## src/xint_pkg.sv

```systemverilog
// Constants for the extended interrupt unit: special-function register
// addresses, field positions, reset values, ranks and vectors.
// Shared by the edge detector, the arbiter and the top module.
package xint_pkg;
  localparam logic [7:0] ADDR_EXT_FLAGS = 8'h91;
  localparam logic [7:0] ADDR_STD_EN = 8'ha8;
  localparam logic [7:0] ADDR_STD_PRI = 8'hb8;
  localparam logic [7:0] ADDR_WAKE_CTL = 8'hd8;
  localparam logic [7:0] ADDR_EXT_EN = 8'he8;
  localparam logic [7:0] ADDR_EXT_PRI = 8'hf8;
  // Reserved bits that read as one
  localparam logic [7:0] STD_PRI_FIXED_ONES = 8'h80;
  localparam logic [7:0] EXT_FLAGS_FIXED_ONES = 8'h08;
  localparam logic [7:0] WAKE_CTL_FIXED_ONES = 8'h40;
  localparam logic [7:0] EXT_EN_FIXED_ONES = 8'he0;
  localparam logic [7:0] EXT_PRI_FIXED_ONES = 8'he0;
  // Field positions
  localparam int GLOBAL_GATE_BIT = 7;
  localparam int SERIAL1_BIT = 6;
  localparam int PIN5_FLAG_BIT = 7;
  localparam int PIN4_FLAG_BIT = 6;
  localparam int TWOWIRE_FLAG_BIT = 5;
  localparam int USB_FLAG_BIT = 4;
  localparam int BAUD_DOUBLE_BIT = 7;
  localparam int RESUME_ON_BIT = 5;
  localparam int WAKEUP_FLAG_BIT = 4;
  localparam int PIN6_FLAG_BIT = 3;
  // Reset values
  localparam logic [6:0] STD_RESET = 7'h00;
  localparam logic [4:0] EXT_RESET = 5'h00;
  // Sources in natural rank order, 0 is best
  localparam int NUM_SRC = 13;
  localparam int SRC_RESUME = 0;
  localparam int SRC_PIN0 = 1;
  localparam int SRC_TIMER0 = 2;
  localparam int SRC_PIN1 = 3;
  localparam int SRC_TIMER1 = 4;
  localparam int SRC_SERIAL0 = 5;
  localparam int SRC_TIMER2 = 6;
  localparam int SRC_SERIAL1 = 7;
  localparam int SRC_USB = 8;
  localparam int SRC_TWOWIRE = 9;
  localparam int SRC_PIN4 = 10;
  localparam int SRC_PIN5 = 11;
  localparam int SRC_PIN6 = 12;
  localparam logic [3:0] NO_SRC = 4'hf;
  localparam logic [7:0] VECTOR_TABLE [NUM_SRC] = '{
    8'h33, 8'h03, 8'h0b, 8'h13, 8'h1b, 8'h23, 8'h2b,
    8'h3b, 8'h43, 8'h4b, 8'h53, 8'h5b, 8'h63};
  // Service levels on the nesting stack
  localparam logic [1:0] LVL_LOW = 2'h0;
  localparam logic [1:0] LVL_HIGH = 2'h1;
  localparam logic [1:0] LVL_TOP = 2'h2;
  localparam logic [1:0] LVL_IDLE = 2'h3;
  // Instructions the core must finish before a grant
  localparam logic [1:0] HOLD_NONE = 2'h0;
  localparam logic [1:0] HOLD_ONE = 2'h1;
  localparam logic [1:0] HOLD_TWO = 2'h2;

  typedef enum logic [1:0] {
    ST_RUN = 2'b00,
    ST_OFFER = 2'b01,
    ST_WAIT_ACK = 2'b11
  } grant_state_type;
endpackage

```

## src/xint_edge.sv

```systemverilog
// Two-flop synchroniser followed by an edge detector for one pin.
// Assumes the pin is asynchronous to clock_in.
module xint_edge
  import xint_pkg::*;
#(
  parameter bit RISING = 1'b1
) (
  // Clock and reset
  input wire logic clock_in,
  input wire logic rst_in,
  // Pin and result
  input wire logic pin_in,
  output logic level_out,
  output logic edge_out
);
  typedef struct packed {
    logic meta;
    logic sync;
    logic prev;
    logic edge_seen;
  } edge_state_type;

  edge_state_type state_r;
  edge_state_type state_nxt;

  always_comb begin
    state_nxt = state_r;
    state_nxt.meta = pin_in;
    state_nxt.sync = state_r.meta;
    state_nxt.prev = state_r.sync;
    state_nxt.edge_seen = RISING ? (state_r.sync & ~state_r.prev)
                                 : (~state_r.sync & state_r.prev);
  end

  always_ff @(posedge clock_in or posedge rst_in) begin
    if (rst_in) begin
      state_r <= '{meta: 1'b1 ^ RISING, sync: 1'b1 ^ RISING,
                   prev: 1'b1 ^ RISING, edge_seen: 1'b0};
    end else begin
      state_r <= state_nxt;
    end
  end

  assign level_out = state_r.sync;
  assign edge_out = state_r.edge_seen;
endmodule

```

## src/xint_arbiter.sv

```systemverilog
// Picks the request to grant: level first, then natural rank.
// Pure combinational; the top registers its result.
module xint_arbiter
  import xint_pkg::*;
(
  // Requests
  input wire logic [NUM_SRC-1:0] req_in,
  input wire logic [NUM_SRC-1:0] high_in,
  input wire logic [1:0] active_level_in,
  // Choice
  output logic valid_out,
  output logic [3:0] src_out,
  output logic [1:0] level_out
);
  function automatic logic [1:0] level_of(input int idx, input logic hi);
    if (idx == SRC_RESUME) begin
      return LVL_TOP;
    end
    return hi ? LVL_HIGH : LVL_LOW;
  endfunction

  always_comb begin
    logic [1:0] lvl;
    lvl = LVL_LOW;
    valid_out = 1'b0;
    src_out = NO_SRC;
    level_out = LVL_LOW;
    for (int i = NUM_SRC - 1; i >= 0; i--) begin
      lvl = level_of(i, high_in[i]);
      // Strictly above the running level; lower index wins ties
      if (req_in[i] && (active_level_in == LVL_IDLE || lvl > active_level_in)
          && (!valid_out || lvl >= level_out)) begin
        valid_out = 1'b1;
        src_out = 4'(i);
        level_out = lvl;
      end
    end
  end
endmodule

```

## src/xint_unit.sv

```systemverilog
// Extended interrupt unit: the six interrupt registers on the special
// function bus, pin edge capture, arbitration and vector hand-off.
// Assumes the core gives one-cycle sfr strobes, an instruction-end
// pulse, an acknowledge when it takes the vector and a return pulse.
// Notes on behaviour
// (RQ1) Global gate off masks all sources except resume; on, each own enable.
// (RQ2) Serial 1 enable and level bits work only when extended unit present.
// (RQ3) Bits of absent serial 0, serial 1, timer 2 stored but ignored.
// (RQ4) Standard enables bits 0-6: pin0, t0, pin1, t1, serial0, t2, serial1.
// (RQ5) Standard levels bits 0-6 same order; 1 means high.
// (RQ6) Reserved bits read fixed ones or zeros as laid out.
// (RQ7) Pin 5 flag sets on falling edge, cleared only by software.
// (RQ8) Pin 4 flag sets on rising edge, cleared only by software.
// (RQ9) Two-wire flag sets on controller request, cleared by software.
// (RQ10) USB flag sets on engine request, cleared by software.
// (RQ11) Software writing one to an extended flag requests like hardware.
// (RQ12) Wake control bit 7 drives serial 1 baud doubling.
// (RQ13) Resume request gated by its own enable bit.
// (RQ14) Wakeup flag sets on wake pin fall or USB resume.
// (RQ15) Software clears wakeup flag before return, else it re-requests.
// (RQ16) Pin 6 flag sets on rising edge, cleared by writing zero.
// (RQ17) Extended enables bits 0-4: usb, two-wire, pin4, pin5, pin6.
// (RQ18) Extended levels bits 0-4 same order; 1 means high.
// (RQ19) Accepted request passes its vector to the core.
// (RQ20) Low service preempted only by strictly higher level.
// (RQ21) High service preempted only by resume.
// (RQ22) Finish current instruction; one more after return or enable writes.
// (RQ23) Return pops nesting so the core resumes where it left.
// (RQ24) Fixed rank and vector per source, resume rank 0 at 33h.
// (RQ25) Same level resolved by natural rank; level beats rank.
// (RQ26) Pins 4-6 edge only; pin 5 active low. USB and two-wire flags are set by the request level, not an edge.
// (RQ27) Pins 0 and 1 active low, level or edge by type bit.
// (RQ28) Hardware set beats a software clear in the same cycle.
// (RQ29) Enables, levels and flags clear at reset.
module xint_unit
  import xint_pkg::*;
#(
  parameter bit EXT_UNIT_PRESENT = 1'b1,
  parameter bit SERIAL0_PRESENT = 1'b1,
  parameter bit SERIAL1_PRESENT = 1'b1,
  parameter bit TIMER2_PRESENT = 1'b1
) (
  // Clock and reset
  input wire logic clock_in,
  input wire logic rst_in,
  // Special function register bus
  input wire logic [7:0] sfr_addr_in,
  input wire logic [7:0] sfr_wdata_in,
  input wire logic sfr_wr_in,
  input wire logic sfr_rd_in,
  output logic [7:0] sfr_rdata_out,
  // Pins, active low where named so
  input wire logic pin0_n_in,
  input wire logic pin1_n_in,
  input wire logic pin4_in,
  input wire logic pin5_n_in,
  input wire logic pin6_in,
  input wire logic wakeup_n_in,
  // Pin 0/1 type selects and on-chip sources
  input wire logic pin0_type_select_in,
  input wire logic pin1_type_select_in,
  input wire logic timer0_flag_in,
  input wire logic timer1_flag_in,
  input wire logic serial0_flag_in,
  input wire logic timer2_flag_in,
  input wire logic serial1_flag_in,
  input wire logic usb_engine_req_in,
  input wire logic twowire_req_in,
  input wire logic usb_resume_in,
  // Core handshake, pin 0/1 events and serial 1 baud doubling
  input wire logic instr_done_in,
  input wire logic return_from_service_in,
  input wire logic vector_ack_in,
  output logic irq_req_out,
  output logic [7:0] irq_vector_out,
  output logic pin0_event_out,
  output logic pin1_event_out,
  output logic serial1_baud_double_out
);
  typedef struct packed {
    logic [7:0] std_en;
    logic [6:0] std_pri;
    logic [3:0] ext_flags;
    logic baud_double;
    logic resume_on;
    logic wake_flag;
    logic pin6_flag;
    logic [4:0] ext_en;
    logic [4:0] ext_pri;
    logic [7:0] rdata;
    logic [1:0] hold;
    grant_state_type gstate;
    logic [3:0] gsrc;
    logic [1:0] glevel;
    logic [1:0] sp;
    logic [5:0] stack;
    logic req;
    logic [7:0] vector;
    logic pin0_ev;
    logic pin1_ev;
    logic [1:0] pin_prev_n;
  } unit_state_type;

  unit_state_type state_r;
  unit_state_type state_nxt;

  logic p0_lvl, p1_lvl, p4_edge, p5_edge, p6_edge, wake_edge;
  logic arb_valid;
  logic [3:0] arb_src;
  logic [1:0] arb_level;
  logic [1:0] active_level;
  logic [NUM_SRC-1:0] reqs;
  logic [NUM_SRC-1:0] highs;

  xint_edge #(.RISING(1'b0)) u_p0 (.clock_in(clock_in), .rst_in(rst_in),
    .pin_in(pin0_n_in), .level_out(p0_lvl), .edge_out());
  xint_edge #(.RISING(1'b0)) u_p1 (.clock_in(clock_in), .rst_in(rst_in),
    .pin_in(pin1_n_in), .level_out(p1_lvl), .edge_out());
  // (RQ26) Edge only capture
  xint_edge #(.RISING(1'b1)) u_p4 (.clock_in(clock_in), .rst_in(rst_in),
    .pin_in(pin4_in), .level_out(), .edge_out(p4_edge));
  xint_edge #(.RISING(1'b0)) u_p5 (.clock_in(clock_in), .rst_in(rst_in),
    .pin_in(pin5_n_in), .level_out(), .edge_out(p5_edge));
  xint_edge #(.RISING(1'b1)) u_p6 (.clock_in(clock_in), .rst_in(rst_in),
    .pin_in(pin6_in), .level_out(), .edge_out(p6_edge));
  xint_edge #(.RISING(1'b0)) u_wk (.clock_in(clock_in), .rst_in(rst_in),
    .pin_in(wakeup_n_in), .level_out(), .edge_out(wake_edge));

  function automatic logic flag_next(input logic cur, input logic hw,
                                     input logic wr, input logic wbit);
    // (RQ28) Set beats clear
    return hw | (wr ? wbit : cur);
  endfunction

  function automatic logic hit(input logic [7:0] a, input logic [7:0] b,
                               input logic wr);
    return wr && (a == b);
  endfunction

  always_comb begin
    logic s1_ok, gate;
    s1_ok = EXT_UNIT_PRESENT & SERIAL1_PRESENT;
    gate = state_r.std_en[GLOBAL_GATE_BIT];
    reqs = '0;
    // (RQ1) Global gate; (RQ3) absent modules ignored
    reqs[SRC_PIN0] = gate & state_r.std_en[0] & state_r.pin0_ev;
    reqs[SRC_TIMER0] = gate & state_r.std_en[1] & timer0_flag_in;
    reqs[SRC_PIN1] = gate & state_r.std_en[2] & state_r.pin1_ev;
    reqs[SRC_TIMER1] = gate & state_r.std_en[3] & timer1_flag_in;
    reqs[SRC_SERIAL0] = gate & state_r.std_en[4] & serial0_flag_in & SERIAL0_PRESENT;
    reqs[SRC_TIMER2] = gate & state_r.std_en[5] & timer2_flag_in & TIMER2_PRESENT;
    // (RQ2) Serial 1 only with extended unit
    reqs[SRC_SERIAL1] = gate & state_r.std_en[6] & serial1_flag_in & s1_ok;
    // (RQ11) Flag bits request whatever set them
    reqs[SRC_USB] = gate & state_r.ext_en[0] & state_r.ext_flags[0];
    reqs[SRC_TWOWIRE] = gate & state_r.ext_en[1] & state_r.ext_flags[1];
    reqs[SRC_PIN4] = gate & state_r.ext_en[2] & state_r.ext_flags[2];
    reqs[SRC_PIN5] = gate & state_r.ext_en[3] & state_r.ext_flags[3];
    reqs[SRC_PIN6] = gate & state_r.ext_en[4] & state_r.pin6_flag;
    // (RQ13) Resume gated only by its own enable; (RQ15) flag re-requests
    reqs[SRC_RESUME] = state_r.resume_on & state_r.wake_flag;
    highs = '0;
    highs[6:1] = state_r.std_pri[5:0];
    highs[SRC_SERIAL1] = state_r.std_pri[6] & s1_ok;
    highs[12:8] = state_r.ext_pri;
    active_level = (state_r.sp == 2'd0) ? LVL_IDLE
                 : state_r.stack[2*(state_r.sp-2'd1) +: 2];
  end

  // (RQ20) (RQ21) (RQ25) Level then rank
  xint_arbiter u_arb (.req_in(reqs), .high_in(highs),
    .active_level_in(active_level), .valid_out(arb_valid),
    .src_out(arb_src), .level_out(arb_level));

  always_comb begin
    logic wa, wb, wc, wd, we, wf;
    state_nxt = state_r;
    wa = hit(sfr_addr_in, ADDR_STD_EN, sfr_wr_in);
    wb = hit(sfr_addr_in, ADDR_STD_PRI, sfr_wr_in);
    wc = hit(sfr_addr_in, ADDR_EXT_FLAGS, sfr_wr_in);
    wd = hit(sfr_addr_in, ADDR_WAKE_CTL, sfr_wr_in);
    we = hit(sfr_addr_in, ADDR_EXT_EN, sfr_wr_in);
    wf = hit(sfr_addr_in, ADDR_EXT_PRI, sfr_wr_in);
    // (RQ4) Standard enable layout
    if (wa) begin
      state_nxt.std_en = sfr_wdata_in;
    end
    // (RQ5) Standard level layout
    if (wb) begin
      state_nxt.std_pri = sfr_wdata_in[6:0];
    end
    // (RQ2) Serial 1 bits held zero without the extended unit
    if (!EXT_UNIT_PRESENT) begin
      state_nxt.std_en[SERIAL1_BIT] = 1'b0;
      state_nxt.std_pri[SERIAL1_BIT] = 1'b0;
    end
    // (RQ7) (RQ8) (RQ9) (RQ10) Sticky flags
    state_nxt.ext_flags[3] = flag_next(state_r.ext_flags[3], p5_edge, wc,
                                       sfr_wdata_in[PIN5_FLAG_BIT]);
    state_nxt.ext_flags[2] = flag_next(state_r.ext_flags[2], p4_edge, wc,
                                       sfr_wdata_in[PIN4_FLAG_BIT]);
    state_nxt.ext_flags[1] = flag_next(state_r.ext_flags[1], twowire_req_in, wc,
                                       sfr_wdata_in[TWOWIRE_FLAG_BIT]);
    state_nxt.ext_flags[0] = flag_next(state_r.ext_flags[0], usb_engine_req_in, wc,
                                       sfr_wdata_in[USB_FLAG_BIT]);
    // (RQ12) Baud doubling control
    if (wd) begin
      state_nxt.baud_double = sfr_wdata_in[BAUD_DOUBLE_BIT];
      state_nxt.resume_on = sfr_wdata_in[RESUME_ON_BIT];
    end
    // (RQ14) Wakeup sources
    state_nxt.wake_flag = flag_next(state_r.wake_flag, wake_edge | usb_resume_in,
                                    wd, sfr_wdata_in[WAKEUP_FLAG_BIT]);
    // (RQ16) Pin 6 flag
    state_nxt.pin6_flag = flag_next(state_r.pin6_flag, p6_edge, wd,
                                    sfr_wdata_in[PIN6_FLAG_BIT]);
    // (RQ17) Extended enable layout
    if (we) begin
      state_nxt.ext_en = sfr_wdata_in[4:0];
    end
    // (RQ18) Extended level layout
    if (wf) begin
      state_nxt.ext_pri = sfr_wdata_in[4:0];
    end
    // (RQ27) Level or high-then-low on consecutive samples
    state_nxt.pin_prev_n = {p1_lvl, p0_lvl};
    state_nxt.pin0_ev = pin0_type_select_in ? (state_r.pin_prev_n[0] & ~p0_lvl)
                                            : ~p0_lvl;
    state_nxt.pin1_ev = pin1_type_select_in ? (state_r.pin_prev_n[1] & ~p1_lvl)
                                            : ~p1_lvl;
    // (RQ6) Reads with fixed reserved bits
    state_nxt.rdata = 8'h00;
    if (sfr_rd_in) begin
      case (sfr_addr_in)
        ADDR_STD_EN: state_nxt.rdata = state_r.std_en;
        ADDR_STD_PRI: state_nxt.rdata = STD_PRI_FIXED_ONES | {1'b0, state_r.std_pri};
        ADDR_EXT_FLAGS: state_nxt.rdata = EXT_FLAGS_FIXED_ONES
                                        | {state_r.ext_flags, 4'h0};
        ADDR_WAKE_CTL: state_nxt.rdata = WAKE_CTL_FIXED_ONES
            | {state_r.baud_double, 1'b0, state_r.resume_on, state_r.wake_flag,
               state_r.pin6_flag, 3'h0};
        ADDR_EXT_EN: state_nxt.rdata = EXT_EN_FIXED_ONES | {3'h0, state_r.ext_en};
        ADDR_EXT_PRI: state_nxt.rdata = EXT_PRI_FIXED_ONES | {3'h0, state_r.ext_pri};
        default: state_nxt.rdata = 8'h00;
      endcase
    end
    // (RQ22) Extra instruction after a return or enable/level write
    if (return_from_service_in || wa || wb || we || wf) begin
      state_nxt.hold = HOLD_TWO;
    end else if (instr_done_in && state_r.hold != HOLD_NONE) begin
      state_nxt.hold = state_r.hold - HOLD_ONE;
    end
    // (RQ23) Return pops the nesting level
    if (return_from_service_in && state_r.sp != 2'd0) begin
      state_nxt.sp = state_r.sp - 2'd1;
    end
    case (state_r.gstate)
      ST_RUN: begin
        if (arb_valid && instr_done_in && state_r.hold <= HOLD_ONE
            && !return_from_service_in) begin
          state_nxt.gstate = ST_OFFER;
          state_nxt.gsrc = arb_src;
          state_nxt.glevel = arb_level;
        end
      end
      ST_OFFER: begin
        // (RQ19) (RQ24) Vector from fixed table
        state_nxt.req = 1'b1;
        state_nxt.vector = VECTOR_TABLE[state_r.gsrc];
        state_nxt.gstate = ST_WAIT_ACK;
      end
      ST_WAIT_ACK: begin
        if (vector_ack_in) begin
          state_nxt.req = 1'b0;
          state_nxt.gstate = ST_RUN;
          state_nxt.stack[2*state_r.sp +: 2] = state_r.glevel;
          state_nxt.sp = state_r.sp + 2'd1;
        end
      end
      default: state_nxt.gstate = ST_RUN;
    endcase
  end

  always_ff @(posedge clock_in or posedge rst_in) begin
    if (rst_in) begin
      // (RQ29) All clear except pin_prev_n, which loads ones
      state_r <= '{std_en: 8'h00, std_pri: STD_RESET, ext_flags: 4'h0,
                   baud_double: 1'b0, resume_on: 1'b0, wake_flag: 1'b0,
                   pin6_flag: 1'b0, ext_en: EXT_RESET, ext_pri: EXT_RESET,
                   rdata: 8'h00, hold: HOLD_NONE, gstate: ST_RUN, gsrc: 4'h0,
                   glevel: LVL_LOW, sp: 2'd0, stack: 6'h00, req: 1'b0,
                   vector: 8'h00, pin0_ev: 1'b0, pin1_ev: 1'b0,
                   pin_prev_n: 2'b11};
    end else begin
      state_r <= state_nxt;
    end
  end

  assign sfr_rdata_out = state_r.rdata;
  assign irq_req_out = state_r.req;
  assign irq_vector_out = state_r.vector;
  assign pin0_event_out = state_r.pin0_ev;
  assign pin1_event_out = state_r.pin1_ev;
  assign serial1_baud_double_out = state_r.baud_double;

  // (RQ28) Hardware set survives a same-cycle clear
  AST_SET_WINS: assert property (@(posedge clock_in) disable iff (rst_in) // RQ28
    usb_engine_req_in |=> state_r.ext_flags[0]) else $error("usb flag lost");
  AST_PIN6_STICKY: assert property (@(posedge clock_in) disable iff (rst_in) // RQ16
    state_r.pin6_flag && !hit(sfr_addr_in, ADDR_WAKE_CTL, sfr_wr_in)
    |=> state_r.pin6_flag) else $error("pin6 flag dropped");
  AST_GATE_MASK: assert property (@(posedge clock_in) disable iff (rst_in) // RQ1
    !state_r.std_en[GLOBAL_GATE_BIT] |-> reqs[12:1] == '0) else $error("gate leak");
  AST_RESUME_GATE: assert property (@(posedge clock_in) disable iff (rst_in) // RQ13
    !state_r.resume_on |-> !reqs[SRC_RESUME]) else $error("resume leak");
  AST_VECTOR: assert property (@(posedge clock_in) disable iff (rst_in) // RQ19
    state_r.gstate == ST_OFFER |=> irq_req_out
    && irq_vector_out == VECTOR_TABLE[$past(state_r.gsrc)]) else $error("bad vector");
  AST_HIGH_NEST: assert property (@(posedge clock_in) disable iff (rst_in) // RQ21
    active_level == LVL_HIGH && arb_valid |-> arb_src == 4'(SRC_RESUME))
    else $error("high preempted");
  AST_STRICT: assert property (@(posedge clock_in) disable iff (rst_in) // RQ20
    arb_valid && active_level != LVL_IDLE |-> arb_level > active_level)
    else $error("same level preempt");
  AST_HOLD: assert property (@(posedge clock_in) disable iff (rst_in) // RQ22
    return_from_service_in |=> state_r.gstate != ST_OFFER ##1 state_r.gstate != ST_OFFER)
    else $error("early grant");
  AST_RESERVED: assert property (@(posedge clock_in) disable iff (rst_in) // RQ6
    sfr_rd_in && sfr_addr_in == ADDR_EXT_EN |=> sfr_rdata_out[7:5] == 3'h7)
    else $error("reserved bits");
endmodule

```

## config.mk

```make
export PLATFORM = sky130hd
export DESIGN_NAME = xint_unit
export DESIGN_NICKNAME = d
export VERILOG_FILES = /design/src/xint_pkg.sv /design/src/xint_edge.sv /design/src/xint_arbiter.sv /design/src/xint_unit.sv
export SDC_FILE = /design/constraint.sdc
export NUM_CORES = 1
export LEC_CHECK = 0
export ABC_CLOCK_PERIOD_IN_PS = 11050
export BUFFER_PORTS_ARGS = -buffer_cell sky130_fd_sc_hd__clkbuf_2
export CORE_MARGIN = 2
export CORE_UTILIZATION = 30
export CTS_CLUSTER_SIZE = 10
export DETAILED_ROUTE_END_ITERATION = 8
export MAX_ROUTING_LAYER = met4
export PLACE_DENSITY = 0.55
export SYNTH_ARGS = -nofsm -noshare
export SYNTH_HDL_FRONTEND = slang
export SYNTH_HIERARCHICAL = 1
export SYNTH_SLANG_ARGS = --single-unit
```

## constraint.sdc

```tcl
create_clock -name clock_in -period 11.05 [get_ports clock_in]
set_input_delay 0.5525 -clock clock_in [delete_from_list [all_inputs] [get_ports clock_in]]
set_output_delay 0.5525 -clock clock_in [all_outputs]
set_load 0.02 [all_outputs]
```

# Yosys cells after proc, flatten, opt, wreduce, memory -nomap -nowiden
# Memories as Yosys holds them, arrays and structs flattened. A register that Yosys moved wholly into a read port is not among the register bits.
# Index checks and enable logic that the tools add are counted.
dict set report totals {
  romBits 128
  regBits 84
  latch_bits 0
  out_inout_bits 20
  in_bits 39
  memories 1
  ramBits 0
  elab_cells 291
}
# name depth width rd rd_clocked_by_memory_dff write_ports line_no
set mem_list {}
lappend mem_list {{(no name shown)} 16 8 1 1 0 xint_unit.sv:269} ;# state_nxt.vector = VECTOR_TABLE[state_r.gsrc];
dict set report op_classes {
  bitwise 45
  shift 3
  mul 0
  muxes 72
  n_eq_ne 11
  addsub 5
  n_reduce_logical 88
  div_mod_pow 0
  magnitude_cmp 26
}
# operator n
set op_table {}
lappend op_table {{== test 8 bit, second input constant} 6}
lappend op_table {{one-hot mux 8 bit (6 select lines)} 1}
lappend op_table {{2-to-1 mux 4 bit} 11}
lappend op_table {{2-to-1 mux 2 bit} 19}
lappend op_table {{logical AND 1 bit} 36}
lappend op_table {{negator 3 -> 34 bit} 1}
lappend op_table {{variable shift 2 x 34 -> 6 bit, first input constant} 1}
lappend op_table {{variable part select 2 x 34 -> 6 bit} 1}
lappend op_table {{2-to-1 mux 1 bit} 33}
lappend op_table {{variable part select 6 x 33 -> 2 bit} 1}
lappend op_table {{AND 1 bit} 31}
lappend op_table {{logical OR 1 bit} 29}
lappend op_table {{greater-than comparator 2 bit} 12}
lappend op_table {{2-to-1 mux 8 bit} 3}
lappend op_table {{greater-or-equal comparator 2 bit} 11}
lappend op_table {{zero test 1 bit} 13}
lappend op_table {{2-to-1 mux 9 bit} 1}
lappend op_table {{AND reduction 2 bit} 4}
lappend op_table {{nonzero test 2 bit} 4}
lappend op_table {{OR 1 bit} 7}
lappend op_table {{bitwise mux 6 bit} 1}
lappend op_table {{inverter 1 bit} 6}
lappend op_table {{one-hot mux 2 bit (3 select lines)} 1}
lappend op_table {{inverter 4 -> 5 bit} 1}
lappend op_table {{other kinds (12)} 16}

# Depth between registers and ports, before layout
# Gate-level depths: netlist (run 1).
dict set report depth {
  depth_word 60
  depth_mapped 16
}

# Hierarchy
# The synthesis (run 1) kept the hierarchy.
# mod cells_per_inst seq_area_each_um2 instances area_per_inst_um2
set by_module_without_submodules {}
lappend by_module_without_submodules {xint_unit 303 1729.2 1 3422.0}
lappend by_module_without_submodules {xint_arbiter 127 0.0 1 918.4}
lappend by_module_without_submodules {{xint_edge (u_p0 ...)} 6 103.8 4 121.4}
lappend by_module_without_submodules {{xint_edge (u_p4 ...)} 6 100.1 2 117.6}

# Worst setup path after synthesis (run 1)
# OpenSTA, ideal clock, no wires.
dict set report synth_timing {
  path_type {register to register}
  start {register state_r[19] (netlist bit)}
  end {register state_r[21] (netlist bit)}
  synth_period_minus_slack_ns 4.607
  arrival_time_ns 4.483
  required_time_ns 10.925
  path_stages_with_launch 17
  n_path_buf 1
  setup_slack_ns 6.443
  path_cell_list {dfrtp_1 > clkinv_1 > ha_1 > clkbuf_1 > mux2i_1 > o21ai_0 > ha_1 > nor3_1 > o211a_2 > a221o_1 > nor4_2 > o21a_1 > nor2_1 > nand4b_1 > o2111ai_1 > nor2_1 > mux2_2}
}
dict set report synth_between {
  elab_chain_len 59
  elab_cells_between_ends 122
  classes_between {add/sub: 1; order compare: 25; eq/ne: 1; shift: 1; mux: 27; reduce/logical: 67}
}
# item line_no
set synth_rtl {}
lappend synth_rtl {{start, declared} xint_unit.sv:104} ;# unit_state_type state_r;
lappend synth_rtl {{start signal, assigned} xint_unit.sv:287} ;# state_r <= '{std_en: 8'h00, std_pri: STD_RESET, ext_flags: 4'h0,
lappend synth_rtl {{start signal, assigned} xint_unit.sv:295} ;# state_r <= state_nxt;
lappend synth_rtl {{subtractor 2 x 1 -> 3 bit} xint_unit.sv:167} ;# : state_r.stack[2*(state_r.sp-2'd1) +: 2];
lappend synth_rtl {{variable part select 6 x 33 -> 2 bit} xint_unit.sv:167}
lappend synth_rtl {{2-to-1 mux 2 bit *} xint_unit.sv:166} ;# active_level = (state_r.sp == 2'd0) ? LVL_IDLE
lappend synth_rtl {{net active_level[0]} xint_unit.sv:111} ;# logic [1:0] active_level;
lappend synth_rtl {{greater-than comparator 2 bit / == test 2 bit (equally long branches)} xint_arbiter.sv:31} ;# if (req_in[i] && (active_level_in == LVL_IDLE || lvl > active_level_in)
lappend synth_rtl {{logical OR 1 bit} xint_arbiter.sv:31}
lappend synth_rtl {{logical AND 1 bit} xint_arbiter.sv:31}
lappend synth_rtl {{2-to-1 mux 2 bit / 2-to-1 mux 1 bit (equally long branches)} xint_arbiter.sv:31}
lappend synth_rtl {{[... 44 more ...]} n/a}
lappend synth_rtl {{greater-or-equal comparator 2 bit / zero test 1 bit (equally long branches)} xint_arbiter.sv:32} ;# && (!valid_out || lvl >= level_out)) begin
lappend synth_rtl {{logical OR 1 bit} xint_arbiter.sv:32}
lappend synth_rtl {{logical AND 1 bit} xint_arbiter.sv:32}
lappend synth_rtl {{2-to-1 mux 1 bit *} xint_arbiter.sv:31}
lappend synth_rtl {{net arb_valid} xint_unit.sv:108} ;# logic arb_valid;
lappend synth_rtl {{logical AND 1 bit * (2 in a row)} xint_unit.sv:259} ;# if (arb_valid && instr_done_in && state_r.hold <= HOLD_ONE
lappend synth_rtl {{logical AND 1 bit *} xint_unit.sv:260} ;# && !return_from_service_in) begin
lappend synth_rtl {{AND reduction 2 bit (no source line) *} n/a}
# The timed path passes the listed nets; every way through them passes the cells marked *.
# A chain may end at the register's enable or synchronous reset.

# Worst setup path after layout (run 1)
dict set report layout_timing {
  start {register state_r[19] (netlist bit)}
  end {register state_r[25] (netlist bit)}
}
# The elaborated chain is that of the path after synthesis.

==> flow_summary.yaml, run 1 <==
placed_design:
  place_area_sq_um: 5320
  hpwl_mm: 9.12
  portBuffers: 56
  pre_cts_ws_ns: 6.61
  gp_congestion: 0.855
pwr:
  leakage_nw: 2.69
  p_per_area_nw_per_um2: 171
  p_clk_share_pct: 31.8
  p_seq_share_pct: 40.4
  comb_power_share_pct: 27.7
  ir_worst_vdd_uv: 99.1
  p_switching_w: 0.000336
  switching_share_pct: 35.0
  p_int_w: 0.000624
clock_tree:
  insertion_delay_ns: 0.35
  cts_setup_buffers: 0
  cts_buffer_depth: 2
  cts_root_buffer: "clkbuf_16"
  h-tree-depth: 3
  cts_tree: "done"
  numCtsBuffers: 9
  ctsResizeCount: 0
  cts_hold_buf: 0
  clock_sink_count: 89
  cts.clk_slew.worst_paths_ns: 0.07
setup_path:
  required_ns: 11.28
  timing.rr.start: "state_r[19]"
  critPathBufInv: 2
  cp.depth: 16
  start_kind: "flip-flop"
  ff2ff_setup_slack_ns: 6.58
  cp_slowest_cell: "ha_1"
  crit_type: "flip-flop to flip-flop"
  critPathMaxFanout: 15
  r2r_cells: 16
  max_stage_delay_ns: 0.54
  crit_arrival_ns: 4.70
  crit_family: "compound AO/OA/AOI/OAI gates"
  cp-end-kind: "flip-flop"
  crit_chain: "clkinv_1, ha_1, mux2i_1, o21ai_0, buf_4, ha_1, nor3_1, o211a_2, a221o_1, nor4_2, o21a_1, nor2_1, nand4b_1, o2111ai_1, nor2_1, mux2_2"
  regToRegEndpoint: "state_r[25]"
global_route:
  grt_pass1_vias: 3655
  grt_usage_pct: 14.6
  grt_max_degree: 70
  antenna_found_initial: 0
  grt_overflow: 0
  grt_pass1_wl_mm: 19.4
cells_and_area:
  layout_commonest_cell: "dfrtp_1"
  syn2layout_area_growth_pct: 14.1
  seq_area_sq_um: 2240
  layout_common_cells: "dfrtp_1, clkbuf_2, nand2_1, inv_1, mux2_2"
  n_antenna_cell: 0
  final_cell_area_sq_um: 5630
  fillers: 1682
  drive_gt1_share_pct: 30.1
  fin_nets: 564
  multi_input_area_sq_um: 2370
die:
  core-area_sq_um: 16000
  die_w_um: 132
  dieArea_sq_um: 17500
  rows: 46
  die_h_um: 132
  start_util_pct: 30.8
  boundaryPins: 59
sta:
  max_slew_margin_pct: 40.4
  hold_viol: 0
  fin_crit_ns: 4.47
  drv_slew: 0
  tns_ns: 0
  setup-violations-final: 0
  skew_ns: 0.0110
  fin_crit_sh_pct: 40.4
  setup_ws_ns: 6.58
  fmax_ghz: 0.224
  rsz0062_at_grt: "no"
  tightest_slew_ns: 0.894
status:
  status: "completed"
job:
  cap_violations: 0
routing:
  drt-total-wl_mm: 11.9
  first_iter_violations: 145
  detail_route.vias_per_cell: 4.92
  antenna_left: 0
  dr.pass1.iters: 5
  via_count: 3561
  avgRoutedWirePerCell_um: 16.4
  drc: 0
hold_path:
  hold_path_class: "primary input to asynchronous set/reset pin"
synth:
  synth_warnings: 6
  synth_area_sq_um: 4930
  syn_avg_cell_area_sq_um: 10.7
  synthCells: 460
==> final cells by class <==
class	count	area share (%)
flip-flops and latches	89	39.8
well taps	216	4.80
clock buffers	9	4.00
clock inverters	7	1.45
multi-input cells	308	42.1
repair buffers	59	5.38
inverters	36	2.40
==> metal layers <==
layer	part of all wire, %	up-vias	track usage, %
met3	3.9	9	3.54
met5	0	-	-
li1	-	1732	-
met4	0.88	0	3.88
met1	45	1740	18.0
met2	50	80	23.9
==> through the flow <==
step / hold WS, ns / total power (W) / util, % / cells
2_1_floorplan: 0.316 / 0.000599 / - / 461
3_3_place_gp: 0.335 / 0.000647 / 33.2 / 708
3_5_place_dp: 0.339 / 0.000662 / 33.2 / 708
4_1_cts: 0.128 / 0.000974 / 35.2 / 724
5_1_grt: 0.146 / 0.00102 / 35.2 / 724
6_report: 0.132 / 0.000960 / 35.2 / 724
==> power groups by stage <==
stage,Sequential (W),Clock (W),Combinational [W]
4_1_cts,0.000389,0.000317,0.000268
5_1_grt,0.000394,0.000331,0.000300
2_1_floorplan,0.000389,0,0.000210
6_report,0.000388,0.000306,0.000266
3_5_place_dp,0.000396,0,0.000266
3_3_place_gp,0.000392,0,0.000254
==> worst reg2reg max path, delay by kind of cell, from the launching register on <==
| kind | cells | cell delay, ns |
|---|---|---|
| AO/OA/AOI/OAI | 5 | 1.08 |
| AND/OR/NAND/NOR | 5 | 0.91 |
| adder cells (fa/ha/maj) | 2 | 0.84 |
| multiplexers | 2 | 0.62 |
| buffers and inverters | 2 | 0.48 |
| flip-flops | 1 | 0.41 |
==> registers in the layout (all words and copies together), names as in the netlist, 5 cells and up, named ones only <==
name            cells
sfr_rdata_out       8
irq_vector_out      5
state_r            34
highs              12
==> how the worst max path moves through the flow <==
stage	startpoint	to
detailed placement	state_r[19]	state_r[25]
global route	state_r[19]	state_r[22]
floorplan	state_r[19]	state_r[21]
global placement	state_r[19]	state_r[21]
CTS	state_r[19]	state_r[25]
finish	state_r[19]	state_r[25]
(Power assumes the default switching activity.)
==> run 2: changes to the inputs <==
--- a/config.mk
+++ b/config.mk
@@ -5,14 +5,15 @@
 export SDC_FILE = /design/constraint.sdc
 export NUM_CORES = 1
 export LEC_CHECK = 0
-export ABC_CLOCK_PERIOD_IN_PS = 11050
+export ABC_AREA = 1
+export ABC_CLOCK_PERIOD_IN_PS = 3700
 export BUFFER_PORTS_ARGS = -buffer_cell sky130_fd_sc_hd__clkbuf_2
 export CORE_MARGIN = 2
 export CORE_UTILIZATION = 30
 export CTS_CLUSTER_SIZE = 10
 export DETAILED_ROUTE_END_ITERATION = 8
 export MAX_ROUTING_LAYER = met4
-export PLACE_DENSITY = 0.55
+export PLACE_DENSITY = 0.56
 export SYNTH_ARGS = -nofsm -noshare
 export SYNTH_HDL_FRONTEND = slang
 export SYNTH_HIERARCHICAL = 1
==> constraint.sdc (replaced) <==
create_clock -name clock_in -period 3.7 [get_ports clock_in]
set_input_delay 0.185 -clock clock_in [delete_from_list [all_inputs] [get_ports clock_in]]
set_output_delay 0.185 -clock clock_in [all_outputs]
set_load 0.02 [all_outputs]
==> flow_summary.yaml, run 2 <==
setup_path:
  required_ns: 3.92
  r2r_cells: 26
  start_kind: "flip-flop"
  crit_type: "flip-flop to flip-flop"
  crit_arrival_ns: 3.79
  cp-end-kind: "flip-flop"
  critPathMaxFanout: 7
pwr:
  leakage_nw: 3.06
  p_total_w: 0.00389
  ir_worst_vdd_uv: 293
  p_switching_w: 0.00149
  switching_share_pct: 38.2
  p_clk_share_pct: 24.9
  comb_power_share_pct: 45.1
  p_int_w: 0.00240
  p_per_area_nw_per_um2: 630
  p_seq_share_pct: 30.0
cells_and_area:
  largest_register_ff_count: 34
  drive_gt1_share_pct: 29.4
  final_cell_area_sq_um: 6170
  layout_common_cells: "nand2_1, inv_1, dfrtp_1, clkbuf_2, nor2_1"
  fillers: 1718
  syn2layout_area_growth_pct: 23.0
  fin_nets: 730
  multi_input_area_sq_um: 2430
  top_register: "state_r"
  n_antenna_cell: 0
  seq_area_sq_um: 2240
  final_util_pct: 37.5
  layout_commonest_cell: "nand2_1"
sta:
  skew_ns: 0.00868
  fin_crit_sh_pct: 96.4
  hold_viol: 0
  fin_crit_ns: 3.57
  rsz0062_at_grt: "yes"
  fmax_ghz: 0.280
  drv_slew: 0
  tightest_slew_ns: 1.01
  max_slew_margin_pct: 32.5
  setup-violations-final: 0
die:
  start_util_pct: 30.5
  boundaryPins: 59
  dieArea_sq_um: 17800
  core-area_sq_um: 16500
  rows: 47
  die_w_um: 133
  die_h_um: 133
synth:
  synth_area_sq_um: 5020
  synthCells: 595
  synth_warnings: 6
  syn_avg_cell_area_sq_um: 8.43
routing:
  dr.pass1.iters: 4
  drt-total-wl_mm: 11.8
  antenna_left: 0
  first_iter_violations: 147
  drc: 0
  detail_route.vias_per_cell: 4.48
  via_count: 4003
  avgRoutedWirePerCell_um: 13.2
hold_path:
  hold_path_class: "primary input to flip-flop"
  hold_depth: 2
global_route:
  grt_usage_pct: 14.4
  antenna_found_initial: 0
  grt_max_degree: 49
  grt_pass1_vias: 3894
  grt_pass1_wl_mm: 19.6
  grt_overflow: 0
clock_tree:
  insertion_delay_ns: 0.34
  clock_sink_count: 89
  cts.clk_slew.worst_paths_ns: 0.07
  cts_tree: "done"
  h-tree-depth: 3
  cts_buffer_depth: 2
  cts_root_buffer: "clkbuf_16"
  numCtsBuffers: 9
status:
  status: "completed"
placed_design:
  portBuffers: 56
  hpwl_mm: 8.99
  place_area_sq_um: 5490
  gp_congestion: 0.866
job:
  cap_violations: 0
## run 2: cell count changes in the layout (fill, tap and decap cells not counted), sizes merged, moves of 8 or more
cell,before,now
nand3,3,55
o21ai,25,65
and3,23,6
nor3,19,2
a21oi,16,30
nand2,35,116
dlygate4sd3,0,8
inv,38,93
nand2b,9,0
o21a,11,2
nor2,17,64
mux2,34,1
buf,3,25
## run 2: worst paths after layout
| path | from | end | slack (ns) |
|---|---|---|---|
| max reg2reg | state_r[19] | state_r[23] | 0.13 |
| min in group asynchronous | rst_in | u_p6/level_out | 0.34 |
| max | state_r[19] | state_r[23] | 0.13 |
| min | pin0_type_select_in | pin0_event_out | 0.02 |
| min reg2reg | u_p6/state_nxt[2] | u_p6/level_out | 0.35 |
| max in group asynchronous | rst_in | irq_req_out | 2.14 |
## run 2: what timing repair did
| action | in CTS | in global routing |
|---|---|---|
| resized for setup | 1 | 46 |
| buffers inserted | 1 | 10 |
| pin swaps | 0 | 19 |
| hold buffers | 8 | 0 |
| cloned | 0 | 1 |
| endpoints found under the hold margin | 24 | 0 |
| endpoints found under the setup margin | 6 | 7 |
## run 2: cell type report
class                      instances  share of cell area [%]
clock buffer                       9                    3.65
timing repair buffer              89                    8.94
clock inverter                     7                    1.50
multi-input combinational        389                    39.4
sequential                        89                    36.3
tap                              220                    4.46
inverter                          91                    5.74
## run 2: power by group through the flow
stage	logic (W)	registers (W)	clock network (W)
floorplan	0.000974	0.00117	0
finish	0.00175	0.00117	0.000971
global route	0.00200	0.00118	0.00104
global placement	0.00129	0.00118	0
CTS	0.00133	0.00116	0.00100
detailed placement	0.00130	0.00118	0
## run 2: critical path, cell delays in order (launching register included)
cell and delay [ns]:
dfrtp_1 0.41, inv_4 0.11, ha_4 0.23, inv_4 0.08, o21ai_2 0.05, o21ai_1 0.07
inv_1 0.08, o21ai_4 0.27, ha_4 0.20, o21ai_4 0.06, nand3_2 0.09, nand2_2 0.08
a21oi_4 0.15, o221ai_2 0.12, a21oi_2 0.17, o221ai_2 0.14, a21oi_4 0.19, o221ai_2 0.13
nand2_2 0.08, nand2_2 0.07, nand3_2 0.08, nand2_2 0.06, nor3_2 0.10, o211ai_1 0.14
buf_4 0.18, nor2_1 0.08, a21oi_1 0.05
## run 2: metal layers
metal / wire, um / global-route usage (%) / part of all wire, %
met5: 0 / - / 0
met4: 254 / 4.91 / 2.2
met3: 381 / 2.74 / 3.2
met2: 5640 / 22.9 / 48
met1: 5520 / 18.5 / 47
## run 2: through the flow
step	TNS (ns)	hold slack, ns	setup slack (ns)	std cells
4_1_cts	0	0.00243	0.0102	884
3_5_place_dp	-0.142	0.162	-0.0314	859
6_report	0	0.0158	0.135	894
5_1_grt	-1.61	0.0140	-0.255	894
2_1_floorplan	0	-0.0511	0.00865	596
3_3_place_gp	0	0.163	0.108	859
